==> src/rtl/dmsd_pkg.sv <==
// Constants and types of the multiply-subtract datapath slice
// What this block does
// - Subtract product from chosen accumulator, store back
// - Every multiply loads X times Y into product
// - Two-load forms fetch X and Y operands
// - X via pointer 0/1, Y via pointer 3
// - Guard overflow flag follows result spill
// - Sticky guard flag sets on overflow of the full 52-bit subtract result
// - One guard flag per accumulator, targeted only
// - Plain multiply touches only the product
// - One-move loads from memory or accumulator high
// - Right-shift option: bits 47:24 shifted right
// - Left-shift option: bits 47:24 shifted left
// - Zero flag from value loaded into accumulator
// - Overflow flag from load into accumulator
// - Negative flag from value loaded into accumulator
// - General accumulators are 24 bits wide
package dmsd_pkg;

    // =========================================================
    // Widths
    localparam int DW = 24;
    localparam int PW = 48;
    localparam int MW = 52;
    localparam int AW = 15;
    localparam int GB_LSB = 47;
    localparam int HI_LSB = 24;

    // =========================================================
    // Register offsets
    localparam logic [7:0] OFS_FLAGS = 8'h00;
    localparam logic [7:0] OFS_X0 = 8'h04;
    localparam logic [7:0] OFS_X1 = 8'h08;
    localparam logic [7:0] OFS_Y0 = 8'h0C;
    localparam logic [7:0] OFS_Y1 = 8'h10;
    localparam logic [7:0] OFS_P_LO = 8'h14;
    localparam logic [7:0] OFS_P_HI = 8'h18;
    localparam logic [7:0] OFS_MA0_LO = 8'h1C;
    localparam logic [7:0] OFS_MA0_HI = 8'h20;
    localparam logic [7:0] OFS_MA1_LO = 8'h24;
    localparam logic [7:0] OFS_MA1_HI = 8'h28;
    localparam logic [7:0] OFS_A0 = 8'h2C;
    localparam logic [7:0] OFS_A1 = 8'h30;
    localparam logic [7:0] OFS_A2 = 8'h34;
    localparam logic [7:0] OFS_A3 = 8'h38;
    localparam logic [7:0] OFS_PTR0 = 8'h3C;
    localparam logic [7:0] OFS_PTR1 = 8'h40;
    localparam logic [7:0] OFS_PTR3 = 8'h44;

    // =========================================================
    // Field positions
    localparam int FLG_VM0 = 0;
    localparam int FLG_VM1 = 1;
    localparam int FLG_MV = 2;
    localparam int FLG_Z = 3;
    localparam int FLG_V = 4;
    localparam int FLG_N = 5;
    localparam int PTR_STEP_LSB = 16;

    // =========================================================
    // Reset values
    localparam logic [DW-1:0] RST_DATA = 24'h000000;
    localparam logic [PW-1:0] RST_PROD = 48'h000000000000;
    localparam logic [MW-1:0] RST_MAC = 52'h0000000000000;
    localparam logic [AW-1:0] RST_PTR = 15'h0000;
    localparam logic [AW-1:0] RST_STEP = 15'h0001;

    // =========================================================
    // Instruction fields
    typedef enum logic {multiply_subtract_op, multiply_op} dmsd_op_t;
    typedef enum logic [1:0] {mv_none, mv_one, mv_two} dmsd_move_t;
    typedef enum logic [1:0] {
        src_accum_high,
        accum_high_shift_right,
        accum_high_shift_left,
        src_memory
    } dmsd_src_t;

endpackage

==> src/rtl/dmsd_datapath.sv <==
// Multiply-subtract and multiply datapath with APB register access
`timescale 1ns/1ns
`default_nettype none
module dmsd_datapath import dmsd_pkg::*; (
    // Clock and reset
    input wire logic clk,
    input wire logic nrst,
    // APB slave
    input wire logic psel,
    input wire logic penable,
    input wire logic pwrite,
    input wire logic [7:0] paddr,
    input wire logic [31:0] pwdata,
    output logic [31:0] prdata,
    output logic pready,
    output logic pslverr,
    // Instruction decode
    input wire logic instr_valid,
    input wire dmsd_op_t instr_op,
    input wire dmsd_move_t instr_move,
    input wire logic instr_mac,
    input wire logic instr_x,
    input wire logic instr_y,
    input wire logic instr_xptr,
    input wire logic [2:0] instr_dest,
    input wire dmsd_src_t instr_src,
    input wire logic instr_src_mac,
    // X data memory
    output logic [AW-1:0] xmem_addr,
    output logic xmem_re,
    input wire logic [DW-1:0] xmem_rdata,
    // Y data memory
    output logic [AW-1:0] ymem_addr,
    output logic ymem_re,
    input wire logic [DW-1:0] ymem_rdata,
    // Flags
    output logic [1:0] guard_overflow_flag,
    output logic sticky_guard_overflow,
    output logic zero_flag,
    output logic overflow_flag,
    output logic negative_flag
);

    // =========================================================
    // State
    logic [DW-1:0] x_operand_reg_q [2];
    logic [DW-1:0] y_operand_reg_q [2];
    logic [PW-1:0] p_q;
    logic [MW-1:0] mac_accumulator_q [2];
    logic [DW-1:0] general_accumulator_q [4];
    logic [1:0] vm_q;
    logic mv_q;
    logic z_q;
    logic v_q;
    logic n_q;
    logic [AW-1:0] ptr_q [3];
    logic [AW-1:0] step_q [3];
    logic [31:0] prdata_q;
    logic pslverr_q;

    // =========================================================
    // Decode
    logic is_msb;
    logic one_mv;
    logic two_mv;
    logic dest_a;
    logic dest_y;
    logic x_use;
    logic y_use;
    logic [2:0] adv;

    assign is_msb = instr_valid && (instr_op == multiply_subtract_op);
    assign one_mv = instr_valid && (instr_move == mv_one);
    assign two_mv = instr_valid && (instr_move == mv_two);
    assign dest_a = !instr_dest[2];
    assign dest_y = instr_dest[2] && instr_dest[1];
    assign x_use = two_mv || (one_mv && instr_src == src_memory && !dest_y);
    assign y_use = two_mv || (one_mv && instr_src == src_memory && dest_y);

    // =========================================================
    // Arithmetic on pre-instruction values
    logic [DW-1:0] x_sel;
    logic [DW-1:0] y_sel;
    logic signed [PW-1:0] prod;
    logic [MW-1:0] ma_sel;
    logic [MW:0] diff;
    logic vm_d;
    logic mv_ovf;

    assign x_sel = x_operand_reg_q[instr_x];
    assign y_sel = y_operand_reg_q[instr_y];
    assign prod = $signed(x_sel) * $signed(y_sel);
    assign ma_sel = mac_accumulator_q[instr_mac];
    assign diff = {ma_sel[MW-1], ma_sel} - {{5{p_q[PW-1]}}, p_q};
    assign vm_d = !(&diff[MW-1:GB_LSB] || !(|diff[MW-1:GB_LSB]));
    assign mv_ovf = diff[MW] ^ diff[MW-1];

    // =========================================================
    // Move source
    logic [MW-1:0] src_ma;
    logic [DW-1:0] src_hi;
    logic src_gov;
    logic [DW-1:0] mv_val;
    logic mv_vflag;

    assign src_ma = mac_accumulator_q[instr_src_mac];
    assign src_hi = src_ma[GB_LSB:HI_LSB];
    assign src_gov = !(&src_ma[MW-1:GB_LSB] || !(|src_ma[MW-1:GB_LSB]));

    always_comb begin
        mv_val = src_hi;
        mv_vflag = src_gov;
        unique case (instr_src)
            src_accum_high: begin
                mv_val = src_hi;
            end
            accum_high_shift_right: begin
                mv_val = {src_hi[DW-1], src_hi[DW-1:1]};
            end
            accum_high_shift_left: begin
                mv_val = {src_hi[DW-2:0], 1'b0};
                mv_vflag = src_gov || (src_hi[DW-1] ^ src_hi[DW-2]);
            end
            src_memory: begin
                mv_val = dest_y ? ymem_rdata : xmem_rdata;
                mv_vflag = 1'b0;
            end
        endcase
    end

    // =========================================================
    // Memory ports and pointers
    assign xmem_addr = instr_xptr ? ptr_q[1] : ptr_q[0];
    assign ymem_addr = ptr_q[2];
    assign xmem_re = x_use;
    assign ymem_re = y_use;
    assign adv[0] = x_use && !instr_xptr;
    assign adv[1] = x_use && instr_xptr;
    assign adv[2] = y_use;

    // =========================================================
    // APB slave
    logic apb_wr;
    logic mv_clr;
    logic [7:0] ptr_ofs [3];

    assign apb_wr = psel && penable && pwrite;
    assign mv_clr = apb_wr && paddr == OFS_FLAGS && pwdata[FLG_MV];
    assign ptr_ofs[0] = OFS_PTR0;
    assign ptr_ofs[1] = OFS_PTR1;
    assign ptr_ofs[2] = OFS_PTR3;
    assign pready = 1'b1;
    assign prdata = prdata_q;
    assign pslverr = pslverr_q;

    for (genvar g = 0; g < 3; g++) begin : g_ptr
        dmsd_ptr u_ptr (
            .clk(clk),
            .nrst(nrst),
            .wr(apb_wr && paddr == ptr_ofs[g]),
            .wr_addr(pwdata[AW-1:0]),
            .wr_step(pwdata[PTR_STEP_LSB+AW-1:PTR_STEP_LSB]),
            .adv(adv[g]),
            .addr_q(ptr_q[g]),
            .step_q(step_q[g])
        );
    end

    logic [31:0] rd_val;
    logic rd_err;

    always_comb begin
        rd_val = '0;
        rd_err = 1'b0;
        unique case (paddr)
            OFS_FLAGS: begin
                rd_val[FLG_VM0] = vm_q[0];
                rd_val[FLG_VM1] = vm_q[1];
                rd_val[FLG_MV] = mv_q;
                rd_val[FLG_Z] = z_q;
                rd_val[FLG_V] = v_q;
                rd_val[FLG_N] = n_q;
            end
            OFS_X0: rd_val[DW-1:0] = x_operand_reg_q[0];
            OFS_X1: rd_val[DW-1:0] = x_operand_reg_q[1];
            OFS_Y0: rd_val[DW-1:0] = y_operand_reg_q[0];
            OFS_Y1: rd_val[DW-1:0] = y_operand_reg_q[1];
            OFS_P_LO: rd_val = p_q[31:0];
            OFS_P_HI: rd_val[PW-33:0] = p_q[PW-1:32];
            OFS_MA0_LO: rd_val = mac_accumulator_q[0][31:0];
            OFS_MA0_HI: rd_val[MW-33:0] = mac_accumulator_q[0][MW-1:32];
            OFS_MA1_LO: rd_val = mac_accumulator_q[1][31:0];
            OFS_MA1_HI: rd_val[MW-33:0] = mac_accumulator_q[1][MW-1:32];
            OFS_A0: rd_val[DW-1:0] = general_accumulator_q[0];
            OFS_A1: rd_val[DW-1:0] = general_accumulator_q[1];
            OFS_A2: rd_val[DW-1:0] = general_accumulator_q[2];
            OFS_A3: rd_val[DW-1:0] = general_accumulator_q[3];
            OFS_PTR0, OFS_PTR1, OFS_PTR3: begin
                for (int i = 0; i < 3; i++) begin
                    if (paddr == ptr_ofs[i]) begin
                        rd_val[AW-1:0] = ptr_q[i];
                        rd_val[PTR_STEP_LSB+AW-1:PTR_STEP_LSB] = step_q[i];
                    end
                end
            end
            default: rd_err = 1'b1;
        endcase
    end

    // Read data and error are captured in the setup cycle
    always_ff @(posedge clk or negedge nrst) begin
        if (!nrst) begin
            prdata_q <= '0;
            pslverr_q <= 1'b0;
        end else if (psel && !penable) begin
            prdata_q <= pwrite ? 32'h00000000 : rd_val;
            pslverr_q <= rd_err;
        end
    end

    // =========================================================
    // Operand registers: instruction load wins over software
    always_ff @(posedge clk or negedge nrst) begin
        if (!nrst) begin
            x_operand_reg_q <= '{RST_DATA, RST_DATA};
        end else if (two_mv) begin
            x_operand_reg_q[instr_dest[0]] <= xmem_rdata;
        end else if (one_mv && instr_dest[2] && !instr_dest[1]) begin
            x_operand_reg_q[instr_dest[0]] <= mv_val;
        end else if (apb_wr && paddr == OFS_X0) begin
            x_operand_reg_q[0] <= pwdata[DW-1:0];
        end else if (apb_wr && paddr == OFS_X1) begin
            x_operand_reg_q[1] <= pwdata[DW-1:0];
        end
    end

    always_ff @(posedge clk or negedge nrst) begin
        if (!nrst) begin
            y_operand_reg_q <= '{RST_DATA, RST_DATA};
        end else if (two_mv) begin
            y_operand_reg_q[instr_dest[1]] <= ymem_rdata;
        end else if (one_mv && dest_y) begin
            y_operand_reg_q[instr_dest[0]] <= mv_val;
        end else if (apb_wr && paddr == OFS_Y0) begin
            y_operand_reg_q[0] <= pwdata[DW-1:0];
        end else if (apb_wr && paddr == OFS_Y1) begin
            y_operand_reg_q[1] <= pwdata[DW-1:0];
        end
    end

    // =========================================================
    // Product and multiplier accumulators
    always_ff @(posedge clk or negedge nrst) begin
        if (!nrst) begin
            p_q <= RST_PROD;
        end else if (instr_valid) begin
            p_q <= prod;
        end
    end

    always_ff @(posedge clk or negedge nrst) begin
        if (!nrst) begin
            mac_accumulator_q <= '{RST_MAC, RST_MAC};
        end else if (is_msb) begin
            mac_accumulator_q[instr_mac] <= diff[MW-1:0];
        end
    end

    // =========================================================
    // Guard flags
    always_ff @(posedge clk or negedge nrst) begin
        if (!nrst) begin
            vm_q <= 2'h0;
        end else if (is_msb) begin
            vm_q[instr_mac] <= vm_d;
        end
    end

    // Hardware set wins over software clear
    always_ff @(posedge clk or negedge nrst) begin
        if (!nrst) begin
            mv_q <= 1'b0;
        end else begin
            mv_q <= (is_msb && mv_ovf) || (mv_q && !mv_clr);
        end
    end

    // =========================================================
    // General accumulators and load flags
    always_ff @(posedge clk or negedge nrst) begin
        if (!nrst) begin
            general_accumulator_q <= '{RST_DATA, RST_DATA, RST_DATA, RST_DATA};
        end else if (one_mv && dest_a) begin
            general_accumulator_q[instr_dest[1:0]] <= mv_val;
        end
    end

    always_ff @(posedge clk or negedge nrst) begin
        if (!nrst) begin
            z_q <= 1'b0;
            v_q <= 1'b0;
            n_q <= 1'b0;
        end else if (one_mv && dest_a) begin
            z_q <= (mv_val == RST_DATA);
            v_q <= mv_vflag;
            n_q <= mv_val[DW-1];
        end
    end

    assign guard_overflow_flag = vm_q;
    assign sticky_guard_overflow = mv_q;
    assign zero_flag = z_q;
    assign overflow_flag = v_q;
    assign negative_flag = n_q;
endmodule
`default_nettype wire

==> src/rtl/dmsd_ptr.sv <==
// Pointer register with post-step
`timescale 1ns/1ns
`default_nettype none
module dmsd_ptr import dmsd_pkg::*; #(
    parameter logic [AW-1:0] RST_ADDR = RST_PTR
) (
    // Clock and reset
    input wire logic clk,
    input wire logic nrst,
    // Software load
    input wire logic wr,
    input wire logic [AW-1:0] wr_addr,
    input wire logic [AW-1:0] wr_step,
    // Post-step on use
    input wire logic adv,
    // State
    output logic [AW-1:0] addr_q,
    output logic [AW-1:0] step_q
);

    // Use by an instruction wins over a software load
    always_ff @(posedge clk or negedge nrst) begin
        if (!nrst) begin
            addr_q <= RST_ADDR;
        end else if (adv) begin
            addr_q <= addr_q + step_q;
        end else if (wr) begin
            addr_q <= wr_addr;
        end
    end

    always_ff @(posedge clk or negedge nrst) begin
        if (!nrst) begin
            step_q <= RST_STEP;
        end else if (wr) begin
            step_q <= wr_step;
        end
    end

endmodule
`default_nettype wire

==> config.mk <==
export PLATFORM = sky130hd
export DESIGN_NAME = dmsd_datapath
export DESIGN_NICKNAME = d
export VERILOG_FILES = /design/src/rtl/dmsd_pkg.sv /design/src/rtl/dmsd_datapath.sv /design/src/rtl/dmsd_ptr.sv
export SDC_FILE = /design/constraint.sdc
export NUM_CORES = 2
export LEC_CHECK = 0
export BUFFER_PORTS_ARGS = -buffer_cell sky130_fd_sc_hd__buf_2
export CAP_MARGIN = 0
export CORE_ASPECT_RATIO = 0.7
export CORE_UTILIZATION = 60
export DETAILED_ROUTE_END_ITERATION = 10
export PLACE_DENSITY_LB_ADDON = 0.3
export SLEW_MARGIN = 20
export SYNTH_ARGS = -nofsm -noshare
export SYNTH_HDL_FRONTEND = slang
export SYNTH_SLANG_ARGS = --single-unit
==> constraint.sdc <==
create_clock -name clk -period 12.4 [get_ports clk]
set_clock_uncertainty 0.15 [all_clocks]
set_input_delay 3.72 -clock clk [delete_from_list [all_inputs] [get_ports clk]]
set_output_delay 3.72 -clock clk [all_outputs]
set_load 0.01 [all_outputs]
**Word level (Yosys, flattened, before mapping)**

Cells that the tools add are included.

- Equality and inequality tests: 24
- Reductions and logical operators: 66
- $mul: 1
- Mux-type cells: 64
- Order comparisons: 13
- $add $sub $neg: 4
- Bitwise gates (word level): 10

Operator list:

| cell | count |
|---|---|
| 24-bit two-way mux | 16 |
| 52-bit two-way mux | 7 |
| 15-bit two-way mux | 13 |
| 48-bit bitwise mux | 4 |
| 48-bit two-way mux | 4 |
| 9-bit one-hot mux with 15 select lines | 1 |
| 104-bit bitwise mux | 1 |
| 96-bit bitwise mux | 1 |
| 24-bit one-hot mux with 4 select lines | 1 |
| 6-bit one-hot mux with 16 select lines | 1 |
| 8-bit by 6-bit equality test with 1-bit output (second input constant) | 8 |
| 4-bit one-hot mux with 14 select lines | 1 |
| 52-bit by 48-bit subtractor with 53-bit output | 1 |
| 52-bit demux with 1-bit select | 1 |
| 24-bit demux with 1-bit select | 2 |
| 24-bit demux with 2-bit select | 1 |
| 24-bit by 24-bit multiplier with 48-bit output | 1 |
| 4-bit one-hot mux with 12 select lines | 1 |
| 15-bit adder | 3 |
| 8-bit by 5-bit equality test with 1-bit output (second input constant) | 4 |
| 1-bit logical AND | 32 |
| 32-bit two-way mux | 1 |
| 7-bit one-hot mux with 4 select lines | 1 |
| 24-bit logical NOT | 1 |
| other kinds (33) | 75 |

- Output and inout bits: 72
- Word-level logic and storage cells: 206
- Input port bits: 107
- Bits in registers: 473

**Logic depth before layout (Yosys ltp)**

- Depth after elaboration: 10
- Gate-level depth with buffers: 30
- Mapped depth without buffers: 27

**Modules after synthesis**

A second synthesis with hierarchy kept.

- Cell total of the unflattened synthesis: 5,649
- Area, all modules: 50,198.1 µm²

By module, submodules not included:

| module | area each (µm²) | times used | cells each | seq. area each (µm²) |
|---|---|---|---|---|
| dmsd_datapath | 44,211.2 | 1 | 5,052 | 9,584.2 |
| dmsd_ptr | 1,995.7 | 3 | 199 | 752.0 |

**Least setup slack after synthesis**

Ideal clock, no wire load.

- Path kind: input port to flip-flop
- Start point: input port instr_y
- End point: register p_q[40]
- Path slack: 695 ps
- Arrival time: 11,484 ps
- Library setup time: 71 ps
- Required time: 12,179 ps
- Stages on the path: 30
- Buffers on the path: 4
- Cells stage by stage: clkbuf_1 buf_1 buf_1 mux2i_1 clkbuf_1 nor2_1 fa_1 inv_1 fa_1 inv_1 fa_1 inv_1 fa_1 inv_1 fa_1 fa_1 inv_1 fa_1 inv_1 ha_1 a21o_1 a311o_1 a21oi_1 o21ai_0 or2_2 o21ai_2 o21ai_1 a211o_1 a2111o_1 nand4_1

- Cells in the longest elaborated chain, start to end: 5

RTL lines:

| item | RTL line | RTL |
|---|---|---|
| from (decl) | dmsd_datapath.sv:23 | `input wire logic instr_y,` |
| 1-bit NOT with 2-bit output (implied by the code) | dmsd_datapath.sv:91 | `assign y_sel = y_operand_reg_q[instr_y];` |
| 24-bit two-way mux (implied by the code) (3 in a row) | dmsd_datapath.sv:91 |  |
| 24-bit by 24-bit multiplier with 48-bit output | dmsd_datapath.sv:92 | `assign prod = $signed(x_sel) * $signed(y_sel);` |
| to (signal assigned) | dmsd_datapath.sv:257 | `p_q <= prod;` |
| to (decl) | dmsd_datapath.sv:48 | `logic [PW-1:0] p_q;` |

Every way passes these cells. The select of a mux whose other input is x is not followed.
A chain may end at the register's enable or synchronous reset.

**Worst setup path after layout**

- Start point: input port instr_x
- End point: register p_q[46]

- Cells in the longest elaborated chain, start to end: 5

RTL lines:

| item | RTL line | RTL |
|---|---|---|
| from (decl) | dmsd_datapath.sv:22 | `input wire logic instr_x,` |
| 1-bit NOT with 2-bit output (implied by the code) | dmsd_datapath.sv:90 | `assign x_sel = x_operand_reg_q[instr_x];` |
| 24-bit two-way mux (implied by the code) (3 in a row) | dmsd_datapath.sv:90 |  |
| 24-bit by 24-bit multiplier with 48-bit output | dmsd_datapath.sv:92 |  |

Every way passes these cells. The select of a mux whose other input is x is not followed.

==> flow_summary.yaml <==
drt:
  drc: 0
  wire_per_inst_microns: 30.46
  drt_first_iter_violations: 6371
  wirelength_microns: 206700
  firstDrtPassIters: 9
  vias: 45390
  vias_per_cell: 6.690
  antenna_left: 0
cts:
  cts_setup_buffers: 0
  cts_tree: "built"
  cts_made_buffers: 45
  clk_pin_slew_ns: 0.07
  ctsLongestPathBuffers: 3
  htree_levels: 2
  cts-root-buf: "clkbuf_16"
  clk-insertion-delay-late_ns: 0.61
  postCtsResizedCells: 0
  cts.sinks: 473
  cts_hold_buf: 0
synthesis:
  synthCells: 5614
  synth-seq-cells: 473
  synth_top_area_share_pct: 24.58
  synth_seq_area_share_pct: 23.79
  synth_edf_count: 0
  ys_warn_count: 0
  yosysTopAreaCell: "fa_1"
  synth_area_sq_um: 49760
  ys.flop_type: "dfrtp_1"
  ys_top_cells_by_area: "fa_1 25%, dfrtp_1 24%, ha_1 5.7%"
  syn-num-nets: 6560
  synth_cell_types: 84
  async_flop_share_pct: 100.0
  syn_avg_cell_area_sq_um: 8.864
worst_setup_path:
  worstReg2RegStart: "x_operand_reg_q[39]"
  startpoint: "instr_x"
  cp.required_ns: 12.73
  end_kind: "flip-flop"
  cp.arrival_ns: 11.74
  worst_r2r_path_depth: 25
  crit_type: "input pin to flip-flop"
  start_kind: "input pin"
  critPathMaxFanout: 48
cells_and_area:
  num-nets-final: 6614
  fin_area_sq_um: 53720
  final_cell_count_no_fill: 6784
  final_common_cell: "nand2_1"
  area_growth_pct: 7.966
  final_layout_size_suffix_gt1_share_pct: 11.10
  mostFrequentLayoutCells: "711 x nand2_1, 689 x inv_1, 611 x fa_1"
timing:
  setup_violations: 0
  relSlewSlack_pct: 7.124
  period_share_pct: 92.05
  fmax_mhz: 87.61
  setup_ws_ns: 0.9863
  worstMarginPinSlew_ns: 1.354
  finalMaxSlewViolations: 0
  rsz0062_at_grt: "no"
  setup_tns_ns: 0
  min_period_ns: 11.41
  hold_viol: 0
place:
  place_congestion: 1.096
  numPortBuffers: 176
  placed_cells: 6688
  dp_worst_setup_slack_ns: 0.5611
  dpl.hpwl_microns: 163300
  placed_area_sq_um: 52120
outcome:
  status: "finished clean"
grt:
  overflow: 0
  grt_pass1_vias: 42890
  track_usage_pct: 49.31
  grt_first_pass_wirelength_microns: 298300
  grt_max_degree: 79
  antenna_found_initial: 17
floorplanning:
  io_pins: 179
  initial_core_util_pct: 61.19
  die_x_microns: 346.2
  coreArea_sq_um: 81310
  die_y_microns: 242.9
  rows: 87
  die-area_sq_um: 84110
worst_hold_path:
  hold_start: "prdata[0]"
  hold_depth: 2
  hp-class: "flip-flop to flip-flop"
run:
  maxCapViolCount: 0
flip-flops by register name (all words and copies together) (netlist names), 2 cells and up:
register               cells
mac_accumulator_q        104
general_accumulator_q     96
p_q                       48
x_operand_reg_q           48
y_operand_reg_q           48
g_ptr.u_ptr.addr_q        45
g_ptr.u_ptr.step_q        45
prdata                    32
guard_overflow_flag        2
worst max-delay path: stages:
cell,delay [ns]
buf_2,0.10
buf_12,0.27
mux2i_1,0.64
nor2_1,0.14
fa_1,0.57
inv_1,0.06
fa_1,0.53
fa_1,0.53
fa_1,0.53
inv_1,0.06
fa_1,0.50
fa_1,0.50
inv_1,0.05
fa_1,0.51
inv_1,0.06
ha_1,0.32
a21o_1,0.19
a311o_1,0.35
a21oi_1,0.23
o21ai_0,0.23
or2_2,0.35
o21ai_2,0.20
o2111ai_1,0.12
buf_4,0.18
a311oi_1,0.30
xor2_1,0.22
buf_4,0.15
mux2i_1,0.06
worst paths after layout:
check,to,slack [ns]
setup reg to reg,p_q[46],3.84
max in group asynchronous,mac_accumulator_q[5],6.82
hold reg to reg,prdata[0],0.33
min in group asynchronous,g_ptr[2].u_ptr.addr_q[2],2.95
setup / recovery,p_q[46],0.99
hold / removal,prdata[0],0.33
cell type report:
cell class / instances / area [sq um]
antenna: 12 / 30.03
fill: 6918 / 27590
inverter: 691 / 2594
clock buffer: 67 / 1339
sequential: 473 / 11840
clock inverter: 16 / 212.7
tap: 1068 / 1336
timing repair buffer: 321 / 2054
multi-input combinational: 4136 / 34320
synth_stat cells, types with 5 or more instances:
library cell / number
a32oi_1: 7
a211oi_1: 36
o21ai_0: 392
or3_1: 18
nor3b_1: 30
o21bai_1: 19
nand3_1: 81
o21ai_1: 6
or2_2: 22
mux2_2: 159
dfrtp_1: 470
a222oi_1: 21
nand2_1: 712
a2bb2oi_1: 23
o21a_1: 17
a41oi_1: 5
a21oi_1: 334
nand2b_1: 24
nor2b_1: 16
mux2i_1: 150
nand4_1: 45
nor4_1: 10
nor2_1: 557
o31ai_1: 19
a22o_1: 41
a211o_1: 9
xnor2_1: 82
a21o_1: 58
ha_1: 228
buf_1: 31
nor3_1: 34
and3_1: 18
o211ai_1: 17
a21boi_0: 5
a221oi_1: 44
a32o_1: 8
or4_1: 5
inv_1: 689
and2_1: 40
o22ai_1: 9
fa_1: 611
xor2_1: 40
a31oi_1: 40
a22oi_1: 85
clkbuf_1: 279
layer usage:
layer / vias up / wire [microns] / global-route usage [%]
met5: - / 571 / 2.891
met1: 22550 / 80700 / 69.42
met3: 534 / 42030 / 31.34
met4: 30 / 8434 / 15.79
met2: 3501 / 74920 / 60.07
li1: 18770 / - / -
through the flow:
stage	util, %	hold slack [ns]
floorplan	-	0.2988
global placement	64.08	0.2956
detailed placement	64.10	0.3100
CTS	66.01	0.3263
global route	66.04	0.3500
finish	66.07	0.3258
kinds of logic (layout without fill, tap and decap cells):
kind of cell | count (synthesis) | after routing | share of synthesized area, %
xor gates and xnor gates | 122 | 122 | 2.147
muxes | 311 | 311 | 6.661
other | 1 | 13 | 0.007536
AOI/OAI and AO/OA | 1237 | 1237 | 15.55
adders and majority gates | 839 | 839 | 30.31
buffers and inverters | 1005 | 1095 | 7.596
DFF | 473 | 473 | 23.79
and+or+nand+nor | 1626 | 1626 | 13.93
Power is not shown: default switching activity piles up to over one toggle a cycle in this logic, so the estimate is an artifact.
